### config.mk
export PLATFORM = sky130hd
export DESIGN_NAME = ssd_smoother
export DESIGN_NICKNAME = d
export VERILOG_FILES = /design/src/design/ssd_sync.v /design/src/design/ssd_coef.v /design/src/design/ssd_smoother.v
export VERILOG_INCLUDE_DIRS = /design/src /design/src/design
export SDC_FILE = /design/constraint.sdc
export NUM_CORES = 2
export LEC_CHECK = 0
export ABC_AREA = 1
export BUFFER_PORTS_ARGS = -buffer_cell sky130_fd_sc_hd__buf_2
export CORE_ASPECT_RATIO = 0.5
export CORE_MARGIN = 2
export CORE_UTILIZATION = 50
export DETAILED_ROUTE_END_ITERATION = 10
export PLACE_DENSITY_LB_ADDON = 0.25
export SYNTH_ARGS = -nofsm -noshare
export SYNTH_HDL_FRONTEND = slang
export SYNTH_SLANG_ARGS = --single-unit
### constraint.sdc
create_clock -name ref_clk -period 24.1 [get_ports ref_clk]
set_input_delay 2.41 -clock ref_clk [delete_from_list [all_inputs] [get_ports ref_clk]]
set_output_delay 2.41 -clock ref_clk [all_outputs]
set_load 0.01 [all_outputs]
### src/design/ssd_defines.vh
// Overview of operation
// - Shift one passes all 4096 channels unchanged.
// - Shift two: five-tap window, step two, 2046 outputs.
// - Shift three: seven-tap window, step three, 1364 outputs.
// - Shift four: nine-tap window, step four, 1022 outputs.
// - Smoothing codes 0-3 select shifts 1-4, default 0.
// - Integration codes 0-3 mean 30-120 s, default 30.
// - Power codes 1-6 decoded, default engineering.
// - Spectroscopic modes emit sum-of-squares midpoints as diagnostics.
// - Midpoint near 125 healthy; zero means spectrometer fault.
// - Mode changes start only outside calibration.
// - Single pending slot; newest command overwrites older.
// - In spectroscopic modes one full integration completes before switching; other modes switch at once.
`ifndef SSD_DEFINES_VH
`define SSD_DEFINES_VH

// Register byte offsets.
`define SSD_REG_CTRL 8'h00
`define SSD_REG_STATUS 8'h04
`define SSD_REG_IRQ_STAT 8'h08
`define SSD_REG_IRQ_MASK 8'h0c
`define SSD_REG_INFO 8'h10

// Control and status field positions.
`define SSD_F_SMOOTH 1:0
`define SSD_F_INTEG 3:2
`define SSD_F_POWER 6:4
`define SSD_B_PENDING 7
`define SSD_B_CALIB 8
`define SSD_F_STATE 10:9
`define SSD_F_SECONDS 6:0
`define SSD_F_HEALTH 11:8

// Interrupt bits.
`define SSD_IRQ_W 4
`define SSD_I_SPEC_DONE 0
`define SSD_I_APPLIED 1
`define SSD_I_SOS_FAULT 2
`define SSD_I_BAD_CMD 3

// Smoothing codes.
`define SSD_SM1 2'h0
`define SSD_SM2 2'h1
`define SSD_SM3 2'h2
`define SSD_SM4 2'h3

// Integration codes and their seconds.
`define SSD_INT_30 2'h0
`define SSD_INT_60 2'h1
`define SSD_INT_90 2'h2
`define SSD_INT_120 2'h3
`define SSD_SEC_30 7'h1e
`define SSD_SEC_60 7'h3c
`define SSD_SEC_90 7'h5a
`define SSD_SEC_120 7'h78

// Power mode codes.
`define SSD_PM_SPEC_DUAL 3'h1
`define SSD_PM_SPEC_SMM 3'h2
`define SSD_PM_DUAL 3'h3
`define SSD_PM_SMM 3'h4
`define SSD_PM_MM 3'h5
`define SSD_PM_ENG 3'h6

// Weights in units of 1/4096.
`define SSD_WQ 12
`define SSD_W_ROUND 13'h0800
`define SSD_W_UNITY 13'h1000
`define SSD_W_01 13'h0029
`define SSD_W_03 13'h007b
`define SSD_W_11 13'h01c3
`define SSD_W_22 13'h0385
`define SSD_W_23 13'h03ae
`define SSD_W_24 13'h03d7
`define SSD_W_30 13'h04cd
`define SSD_W_32 13'h051f
`define SSD_W_50 13'h0800

// Sum-of-squares midpoint health.
`define SSD_SOS_NOMINAL 16'h007d
`define SSD_SOS_TOL 16'h0019

// Mode change states.
`define SSD_ST_NOMINAL 2'h0
`define SSD_ST_WAIT_START 2'h1
`define SSD_ST_WAIT_END 2'h2
`define SSD_ST_APPLY 2'h3

`endif

### src/design/ssd_sync.v
`timescale 1ns/1ns
`default_nettype none
module ssd_sync (
	// Clock and reset
	input wire clk,
	input wire nrst,
	// Raw pin and settled level
	input wire pin,
	output reg level
);
	reg s1;
	reg s2;
	reg s3;

	// The level moves only when the second and third stages agree.
	always @(posedge clk or negedge nrst) begin
		if (!nrst) begin
			s1 <= 1'b0;
			s2 <= 1'b0;
			s3 <= 1'b0;
			level <= 1'b0;
		end else begin
			s1 <= pin;
			s2 <= s1;
			s3 <= s2;
			if (s2 == s3) begin
				level <= s3;
			end
		end
	end
endmodule // ssd_sync
`default_nettype wire

### src/design/ssd_coef.v
`timescale 1ns/1ns
`default_nettype none
`include "ssd_defines.vh"
module ssd_coef #(
	parameter TAP = 0
) (
	// Smoothing code
	input wire [1:0] code,
	// Weight of this tap
	output reg [12:0] weight
);
	always @* begin
		weight = 13'h0;
		case (code)
		`SSD_SM1: begin
			if (TAP == 0) weight = `SSD_W_UNITY;
		end
		`SSD_SM2: begin
			case (TAP)
			0, 4: weight = `SSD_W_03;
			1, 3: weight = `SSD_W_22;
			2: weight = `SSD_W_50;
			default: weight = 13'h0;
			endcase
		end
		`SSD_SM3: begin
			case (TAP)
			0, 6: weight = `SSD_W_01;
			1, 5: weight = `SSD_W_03;
			2, 4: weight = `SSD_W_30;
			3: weight = `SSD_W_32;
			default: weight = 13'h0;
			endcase
		end
		default: begin
			case (TAP)
			0, 8: weight = `SSD_W_01;
			1, 7: weight = `SSD_W_03;
			2, 6: weight = `SSD_W_11;
			3, 5: weight = `SSD_W_23;
			4: weight = `SSD_W_24;
			default: weight = 13'h0;
			endcase
		end
		endcase
	end
endmodule // ssd_coef
`default_nettype wire

### src/design/ssd_smoother.v
`timescale 1ns/1ns
`default_nettype none
`include "ssd_defines.vh"
module ssd_smoother #(
	parameter DATA_W = 16,
	parameter CHANNELS = 4096
) (
	// Clock and reset
	input wire ref_clk,
	input wire nrst,
	// Wishbone slave
	input wire wbCyc,
	input wire wbStb,
	input wire wbWe,
	input wire [7:0] wbAdr,
	input wire [3:0] wbSel,
	input wire [31:0] wbDatI,
	output reg [31:0] wbDatO,
	output reg wbAck,
	// Calibration in progress, from a pin
	input wire calPin,
	// Spectrum input
	input wire inValid,
	input wire inFirst,
	input wire [DATA_W-1:0] inData,
	// Smoothed spectrum output
	output reg outValid,
	output reg outLast,
	output reg [11:0] outIndex,
	output reg [DATA_W-1:0] outData,
	// Sum-of-squares midpoints in and diagnostics out
	input wire sosValid,
	input wire [1:0] sosIdx,
	input wire [DATA_W-1:0] sosMid,
	output reg miscValid,
	output reg [1:0] miscIdx,
	output reg [DATA_W-1:0] miscData,
	// Interrupt
	output reg irq
);
	localparam PW = DATA_W + 13;
	localparam SW = PW + 4;
	localparam integer LASTNUM = CHANNELS - 1;
	localparam [12:0] LASTCH = LASTNUM[12:0];
	localparam [SW-1:0] MAXOUT = {{(SW-DATA_W){1'b0}}, {DATA_W{1'b1}}};

	wire calib;
	reg [1:0] actSmooth;
	reg [1:0] actInteg;
	reg [2:0] actPower;
	reg [1:0] pendSmooth;
	reg [1:0] pendInteg;
	reg [2:0] pendPower;
	reg pending;
	reg [1:0] state;
	reg [`SSD_IRQ_W-1:0] irqStat;
	reg [`SSD_IRQ_W-1:0] irqMask;
	reg [3:0] health;
	reg [6:0] seconds;
	reg [12:0] chanCnt;
	reg [2:0] phase;
	reg [DATA_W-1:0] taps [0:8];
	reg fire;
	reg fireFirst;
	reg fireLast;
	reg [`SSD_IRQ_W-1:0] events;

	ssd_sync calSync (
		.clk(ref_clk),
		.nrst(nrst),
		.pin(calPin),
		.level(calib)
	);

	// Bus decode.
	wire wbReq = wbCyc & wbStb & ~wbAck;
	wire wbWr = wbReq & wbWe & wbSel[0];
	wire ctrlWr = wbWr & (wbAdr == `SSD_REG_CTRL);
	wire [2:0] newPower = wbDatI[`SSD_F_POWER];
	wire powerOk = (newPower >= `SSD_PM_SPEC_DUAL) &&
		(newPower <= `SSD_PM_ENG);
	wire cmdTake = ctrlWr & powerOk;
	wire spectro = (actPower == `SSD_PM_SPEC_DUAL) ||
		(actPower == `SSD_PM_SPEC_SMM);

	// Window geometry for the active smoothing code.
	wire [2:0] shift = {1'b0, actSmooth} + 3'h1;
	wire [3:0] winLast = (actSmooth == `SSD_SM1) ? 4'h0 :
		{shift, 1'b0};
	wire [12:0] chan = inFirst ? 13'h0 : chanCnt;
	wire atFirstWin = chan == {9'h0, winLast};
	wire [2:0] curPhase = atFirstWin ? 3'h0 : phase;
	wire [2:0] phaseInc = curPhase + 3'h1;
	wire takeWin = (chan >= {9'h0, winLast}) &&
		(curPhase == 3'h0);
	wire specEnd = inValid && (chan == LASTCH);

	// Sample window and per-channel bookkeeping.
	always @(posedge ref_clk or negedge nrst) begin
		if (!nrst) begin
			chanCnt <= 13'h0;
			phase <= 3'h0;
			fire <= 1'b0;
			fireFirst <= 1'b0;
			fireLast <= 1'b0;
		end else begin
			fire <= inValid & takeWin;
			if (inValid) begin
				chanCnt <= chan + 13'h1;
				phase <= (phaseInc == shift) ? 3'h0 : phaseInc;
				fireFirst <= atFirstWin;
				fireLast <= (chan + {10'h0, shift}) > LASTCH;
			end
		end
	end

	// Cleared so that a zero weight never meets an undefined tap value.
	integer k;
	always @(posedge ref_clk or negedge nrst) begin
		if (!nrst) begin
			for (k = 0; k < 9; k = k + 1) begin
				taps[k] <= {DATA_W{1'b0}};
			end
		end else if (inValid) begin
			taps[0] <= inData;
			for (k = 1; k < 9; k = k + 1) begin
				taps[k] <= taps[k-1];
			end
		end
	end

	// Weighted sum over the nine taps; unused taps weigh zero.
	wire [SW-1:0] part [0:9];
	assign part[0] = {SW{1'b0}};
	genvar g;
	generate
		for (g = 0; g < 9; g = g + 1) begin : gTap
			wire [12:0] w;
			wire [PW-1:0] prod;
			ssd_coef #(.TAP(g)) coef (
				.code(actSmooth),
				.weight(w)
			);
			assign prod = taps[g] * w;
			assign part[g+1] = part[g] + {4'h0, prod};
		end
	endgenerate

	// Round to nearest, then clip in case the rounded weights overshoot.
	wire [SW-1:0] rounded = (part[9] + {{(SW-13){1'b0}},
		`SSD_W_ROUND}) >> `SSD_WQ;
	wire [DATA_W-1:0] clipped = (rounded > MAXOUT) ? {DATA_W{1'b1}} :
		rounded[DATA_W-1:0];

	always @(posedge ref_clk or negedge nrst) begin
		if (!nrst) begin
			outValid <= 1'b0;
			outLast <= 1'b0;
			outIndex <= 12'h0;
			outData <= {DATA_W{1'b0}};
		end else begin
			outValid <= fire;
			if (fire) begin
				outData <= clipped;
				outLast <= fireLast;
				outIndex <= fireFirst ? 12'h0 : outIndex + 12'h1;
			end
		end
	end

	// Diagnostics from the sum-of-squares tables.
	wire sosTake = sosValid & spectro;
	wire sosZero = sosMid == {DATA_W{1'b0}};
	wire sosGood = (sosMid >= `SSD_SOS_NOMINAL - `SSD_SOS_TOL) &&
		(sosMid <= `SSD_SOS_NOMINAL + `SSD_SOS_TOL);

	always @(posedge ref_clk or negedge nrst) begin
		if (!nrst) begin
			miscValid <= 1'b0;
			miscIdx <= 2'h0;
			miscData <= {DATA_W{1'b0}};
			health <= 4'h0;
		end else begin
			miscValid <= sosTake;
			if (sosTake) begin
				miscIdx <= sosIdx;
				miscData <= sosMid;
				health[sosIdx] <= sosGood & ~sosZero;
			end
		end
	end

	// Mode change sequencing.
	always @(posedge ref_clk or negedge nrst) begin
		if (!nrst) begin
			state <= `SSD_ST_NOMINAL;
			actSmooth <= `SSD_SM1;
			actInteg <= `SSD_INT_30;
			actPower <= `SSD_PM_ENG;
			pendSmooth <= `SSD_SM1;
			pendInteg <= `SSD_INT_30;
			pendPower <= `SSD_PM_ENG;
			pending <= 1'b0;
		end else begin
			if (cmdTake) begin
				pendSmooth <= wbDatI[`SSD_F_SMOOTH];
				pendInteg <= wbDatI[`SSD_F_INTEG];
				pendPower <= newPower;
			end
			case (state)
			`SSD_ST_NOMINAL: begin
				if (pending && !calib) begin
					// Without a spectrometer running there is nothing to drain.
					state <= spectro ? `SSD_ST_WAIT_START :
						`SSD_ST_APPLY;
				end
			end
			`SSD_ST_WAIT_START: begin
				if (inValid && inFirst) state <= `SSD_ST_WAIT_END;
			end
			`SSD_ST_WAIT_END: begin
				if (specEnd) state <= `SSD_ST_APPLY;
			end
			`SSD_ST_APPLY: begin
				actSmooth <= pendSmooth;
				actInteg <= pendInteg;
				actPower <= pendPower;
				state <= `SSD_ST_NOMINAL;
			end
			default: state <= `SSD_ST_NOMINAL;
			endcase
			if (cmdTake) begin
				pending <= 1'b1;
			end else if (state == `SSD_ST_APPLY) begin
				pending <= 1'b0;
			end
		end
	end

	// Seconds of the active integration period.
	always @(posedge ref_clk or negedge nrst) begin
		if (!nrst) begin
			seconds <= `SSD_SEC_30;
		end else begin
			case (actInteg)
			`SSD_INT_30: seconds <= `SSD_SEC_30;
			`SSD_INT_60: seconds <= `SSD_SEC_60;
			`SSD_INT_90: seconds <= `SSD_SEC_90;
			default: seconds <= `SSD_SEC_120;
			endcase
		end
	end

	// Interrupt sources.
	always @* begin
		events = {`SSD_IRQ_W{1'b0}};
		events[`SSD_I_SPEC_DONE] = specEnd;
		events[`SSD_I_APPLIED] = state == `SSD_ST_APPLY;
		events[`SSD_I_SOS_FAULT] = sosTake & sosZero;
		events[`SSD_I_BAD_CMD] = ctrlWr & ~powerOk;
	end

	wire irqClrWr = wbWr && (wbAdr == `SSD_REG_IRQ_STAT);
	wire [`SSD_IRQ_W-1:0] clr = irqClrWr ?
		wbDatI[`SSD_IRQ_W-1:0] : {`SSD_IRQ_W{1'b0}};
	wire [`SSD_IRQ_W-1:0] next_irqStat = (irqStat & ~clr) | events;

	always @(posedge ref_clk or negedge nrst) begin
		if (!nrst) begin
			irqStat <= {`SSD_IRQ_W{1'b0}};
			irqMask <= {`SSD_IRQ_W{1'b0}};
			irq <= 1'b0;
		end else begin
			// A new event in the clearing cycle stays set.
			irqStat <= next_irqStat;
			if (wbWr && (wbAdr == `SSD_REG_IRQ_MASK)) begin
				irqMask <= wbDatI[`SSD_IRQ_W-1:0];
			end
			irq <= |(next_irqStat & irqMask);
		end
	end

	// Read mux; unmapped addresses read zero and still acknowledge.
	reg [31:0] rdData;
	always @* begin
		rdData = 32'h0;
		case (wbAdr)
		`SSD_REG_CTRL: begin
			rdData[`SSD_F_SMOOTH] = pendSmooth;
			rdData[`SSD_F_INTEG] = pendInteg;
			rdData[`SSD_F_POWER] = pendPower;
		end
		`SSD_REG_STATUS: begin
			rdData[`SSD_F_SMOOTH] = actSmooth;
			rdData[`SSD_F_INTEG] = actInteg;
			rdData[`SSD_F_POWER] = actPower;
			rdData[`SSD_B_PENDING] = pending;
			rdData[`SSD_B_CALIB] = calib;
			rdData[`SSD_F_STATE] = state;
		end
		`SSD_REG_IRQ_STAT: rdData[`SSD_IRQ_W-1:0] = irqStat;
		`SSD_REG_IRQ_MASK: rdData[`SSD_IRQ_W-1:0] = irqMask;
		`SSD_REG_INFO: begin
			rdData[`SSD_F_SECONDS] = seconds;
			rdData[`SSD_F_HEALTH] = health;
		end
		default: rdData = 32'h0;
		endcase
	end

	always @(posedge ref_clk or negedge nrst) begin
		if (!nrst) begin
			wbAck <= 1'b0;
			wbDatO <= 32'h0;
		end else begin
			wbAck <= wbReq;
			if (wbReq) wbDatO <= rdData;
		end
	end
endmodule // ssd_smoother
`default_nettype wire

==> metrics <==
CTS tree built; required time of the critical path 24.61 ns; clk sink count 263; most common cell in the netlist inv_1; Synth Area in Simple Gates 0.1040; VDD IR max approximately 64 uV; CP startpoint kind flop; Layout Skew 0.01878 ns; Yosys top cell by area fa_1; sequential fraction of the synthesis area 0.1352; setup tns final 0 ns; share of cells above drive strength 1 0.04042; max-cap violation count 0; slew margin rel. 0.2723; Total Routing Usage GR 0.2982; clock power share 0.345; clk root buf clkbuf_16; global route total overflow 0; cell area power density 29.06 nW/um^2; Avg Vias per Cell 5.044; Distinct cells, synth 48; hold path startpoint calSync.s1; Crit Path Max Fanout 34; launch point of the critical path actSmooth[0]; largest family of logic cells by synthesized area adder cells; antenna viol nets, final 0; routed vias 33740; number of global-route vias before repair 36460; die height between 200 and 250 um; largest net degree at the start of global routing 106; Gate power share 0.277; GP Congestion slightly below 1; post-CTS setup buffer count 0; top post-synthesis cells by count 1717 x inv_1, 1094 x fa_1, 964 x nand2_1, 501 x ha_1, 257 x dfrtp_1; Crit path arrival time 11.51 ns; Adder-Cell Fraction of Synth Area 0.5781; TritonCTS Buffers 31; DIE AREA 100200 um^2; IO Pins between 150 and 200; dominant synthesized flop cell dfrtp_1; Initial Util 0.5078; H-tree levels 1; compound-cell area share of the yosys netlist 0.03280; fin cells 6690; clk buf depth 3; final wirelength about 140 mm; Finish-stage setup viols 0; cells after synthesis between 5000 and 6000; Tcrit/Tclk final 0.4564; cell mode on critical path fa_1; CTS hold repair buffers 0; worst r2r src actSmooth[0]; Tightest Pin Transition 1.091 ns; worst min path class flop to flop; YS warnings 0; Avg Cell Area, Syn 9.156 um^2; layout net count 7077; Remaining DRCs 0; Post-CTS Resized 0; DR top layer met5; Critical Path Slowest Stage Cell fa_1; DR iter-0 viols 2811; Clk pin slew, worst setup/hold paths 0.07 ns; DR WL met3 19.41 mm; Synth Area in XOR/XNOR 0.005031; Psw around 0.6 mW; Int Pwr 0.9115 mW; Seq pwr share 0.378; dpl hpwl 121.6 mm; post-synth top area share 0.4493; RSZ-0062 raised after global routing no; core region area 95990 um^2; Mapped Area 48750 um^2; post-synthesis async set-or-reset flop share 1.000; fmax 90.92 MHz; Switching Share 0.3931; status complete, no violations; final hold slack 0.3606 ns; Pleak 31.67 nW; die width 445.6 um; # placed instances 6633; Design Area, Final slightly above 50000 um^2; first-pass GRT wire length 220.0 mm; Max Transition Viols Final 0; Rows 80; DR WL met2 around 57 mm; Max stage delay on crit path 0.61 ns; I/O Buffers roughly 120; Worst-Skew Late Latency 0.66 ns; layout overhead on the synthesized area 6.019%; drt pass-1 iters 5; initial antenna violation count 3; final hold violation count 0; wire per inst ~21 um; DP Area 50660 um^2; Setup crit end kind flop; EDFF count, synth 0; flops & latches, synth about 260; post-synthesis mux area share 0.0008213; critical path class flop to flop; most area-consuming cells after synthesis fa_1 45%, inv_1 13%, dfrtp_1 13%, ha_1 13%, nand2_1 7.4%; min Tclk post-route 11.00 ns; Post-Route M1 WL about 61 mm
[logic make-up (layout without fill, tap and decap cells)]
kind of cell	Yosys count	in the layout
buffers and inverters	1843	1918
adders and majority gates	1596	1596
and+or+nand+nor	1292	1292
AOI/OAI and AO/OA	297	297
DFF	263	263
xor gates and xnor gates	28	28
muxes	4	4
other	1	21
[final timing paths]
check	endpoint	slack [ns]	cells after the start
hold reg to reg	calSync.s2	0.36	0
max in group asynchronous	calSync.level	20.10	3
hold / removal	calSync.s2	0.36	0
setup reg to reg	outData[0]	13.10	31
setup / recovery	outData[0]	13.10	31
min in group asynchronous	outIndex[11]	1.81	1
[per-stage QoR]
step	total power, mW	utilization	setup WS, ns
floorplan	0.7911	-	15.43
global placement	0.9722	0.5277	13.52
detailed placement	0.9812	0.5277	13.36
CTS	1.506	0.5384	13.35
global route	1.580	0.5384	12.82
finish	1.502	0.5384	13.10
[critical path: cells and delay by family, from the launching register on]
kind / cells / cell delay (ns)
AO/OA/AOI/OAI: 2 / 0.35
adder cells (fa/ha/maj): 12 / 5.90
buffers and inverters: 8 / 1.65
flip-flops: 1 / 0.48
AND/OR/NAND/NOR: 9 / 2.42
[power groups by stage]
stage | logic, mW | registers, mW | clock network (mW)
4_1_cts | 0.412 | 0.565 | 0.529
3_3_place_gp | 0.401 | 0.571 | 0
6_report | 0.416 | 0.568 | 0.518
5_1_grt | 0.463 | 0.574 | 0.543
3_5_place_dp | 0.410 | 0.572 | 0
2_1_floorplan | 0.238 | 0.553 | 0
[registers in the layout (all words and copies together), names as in the netlist, 2 cells and up]
register and count:
pendInteg 2, pendSmooth 2, state 2, outIndex 12, chanCnt 13, irqStat 4
health 4, miscIdx 2, outData 16, miscData 16, irqMask 4, seconds 4
wbDatO 12, actPower 3, phase 3, actInteg 2, pendPower 3, actSmooth 2
taps 144
[cell usage in the layout (no fill, tap or decap), drive strengths merged]
cell      netlist  final
o41ai           1      1
nand3b          6      6
maj3            1      1
nor3           18     18
o31ai           3      3
o2111ai         1      1
diode           0      1
inv          1719   1724
o22ai           3      3
dfrtp         257    257
a21o            2      2
nor4            5      5
nand4           7      7
clkbuf         79     41
fa           1094   1094
or2             5      5
o211ai          1      1
xnor2           9      9
buf            41    139
o21a            1      1
o21ai         176    176
dfstp           6      6
clkinv          4      9
nand2         967    967
a221oi          7      7
o21bai         19     19
bufinv          0      3
nand3          45     45
mux2i           4      4
nor2          237    237
a31oi           1      1
a21boi          2      2
clkinvlp        0      2
and2            1      1
nor3b           1      1
ha            501    501
a21oi          80     80
xor2           19     19
conb            1     20
[layout make-up]
class,instances,area (um^2)
Fill cell,8770,44310
Clock buffer,41,833.3
Antenna cell,1,2.502
Multi-Input combinational cell,3237,35240
Timing Repair Buffer,139,769.5
Tap cell,1271,1590
Clock inverter,15,188.9
Sequential cell,263,6589
Inverter,1723,6470
[routing by layer]
| layer | track usage | vias to the layer above |
|---|---|---|
| li1 | - | 15270 |
| met1 | 0.4298 | 16870 |
| met2 | 0.4124 | 1474 |
| met3 | 0.1336 | 122 |
| met4 | 0.06003 | 10 |
| met5 | 0.01684 | - |
Note: power is estimated with default switching activity, not from simulation.
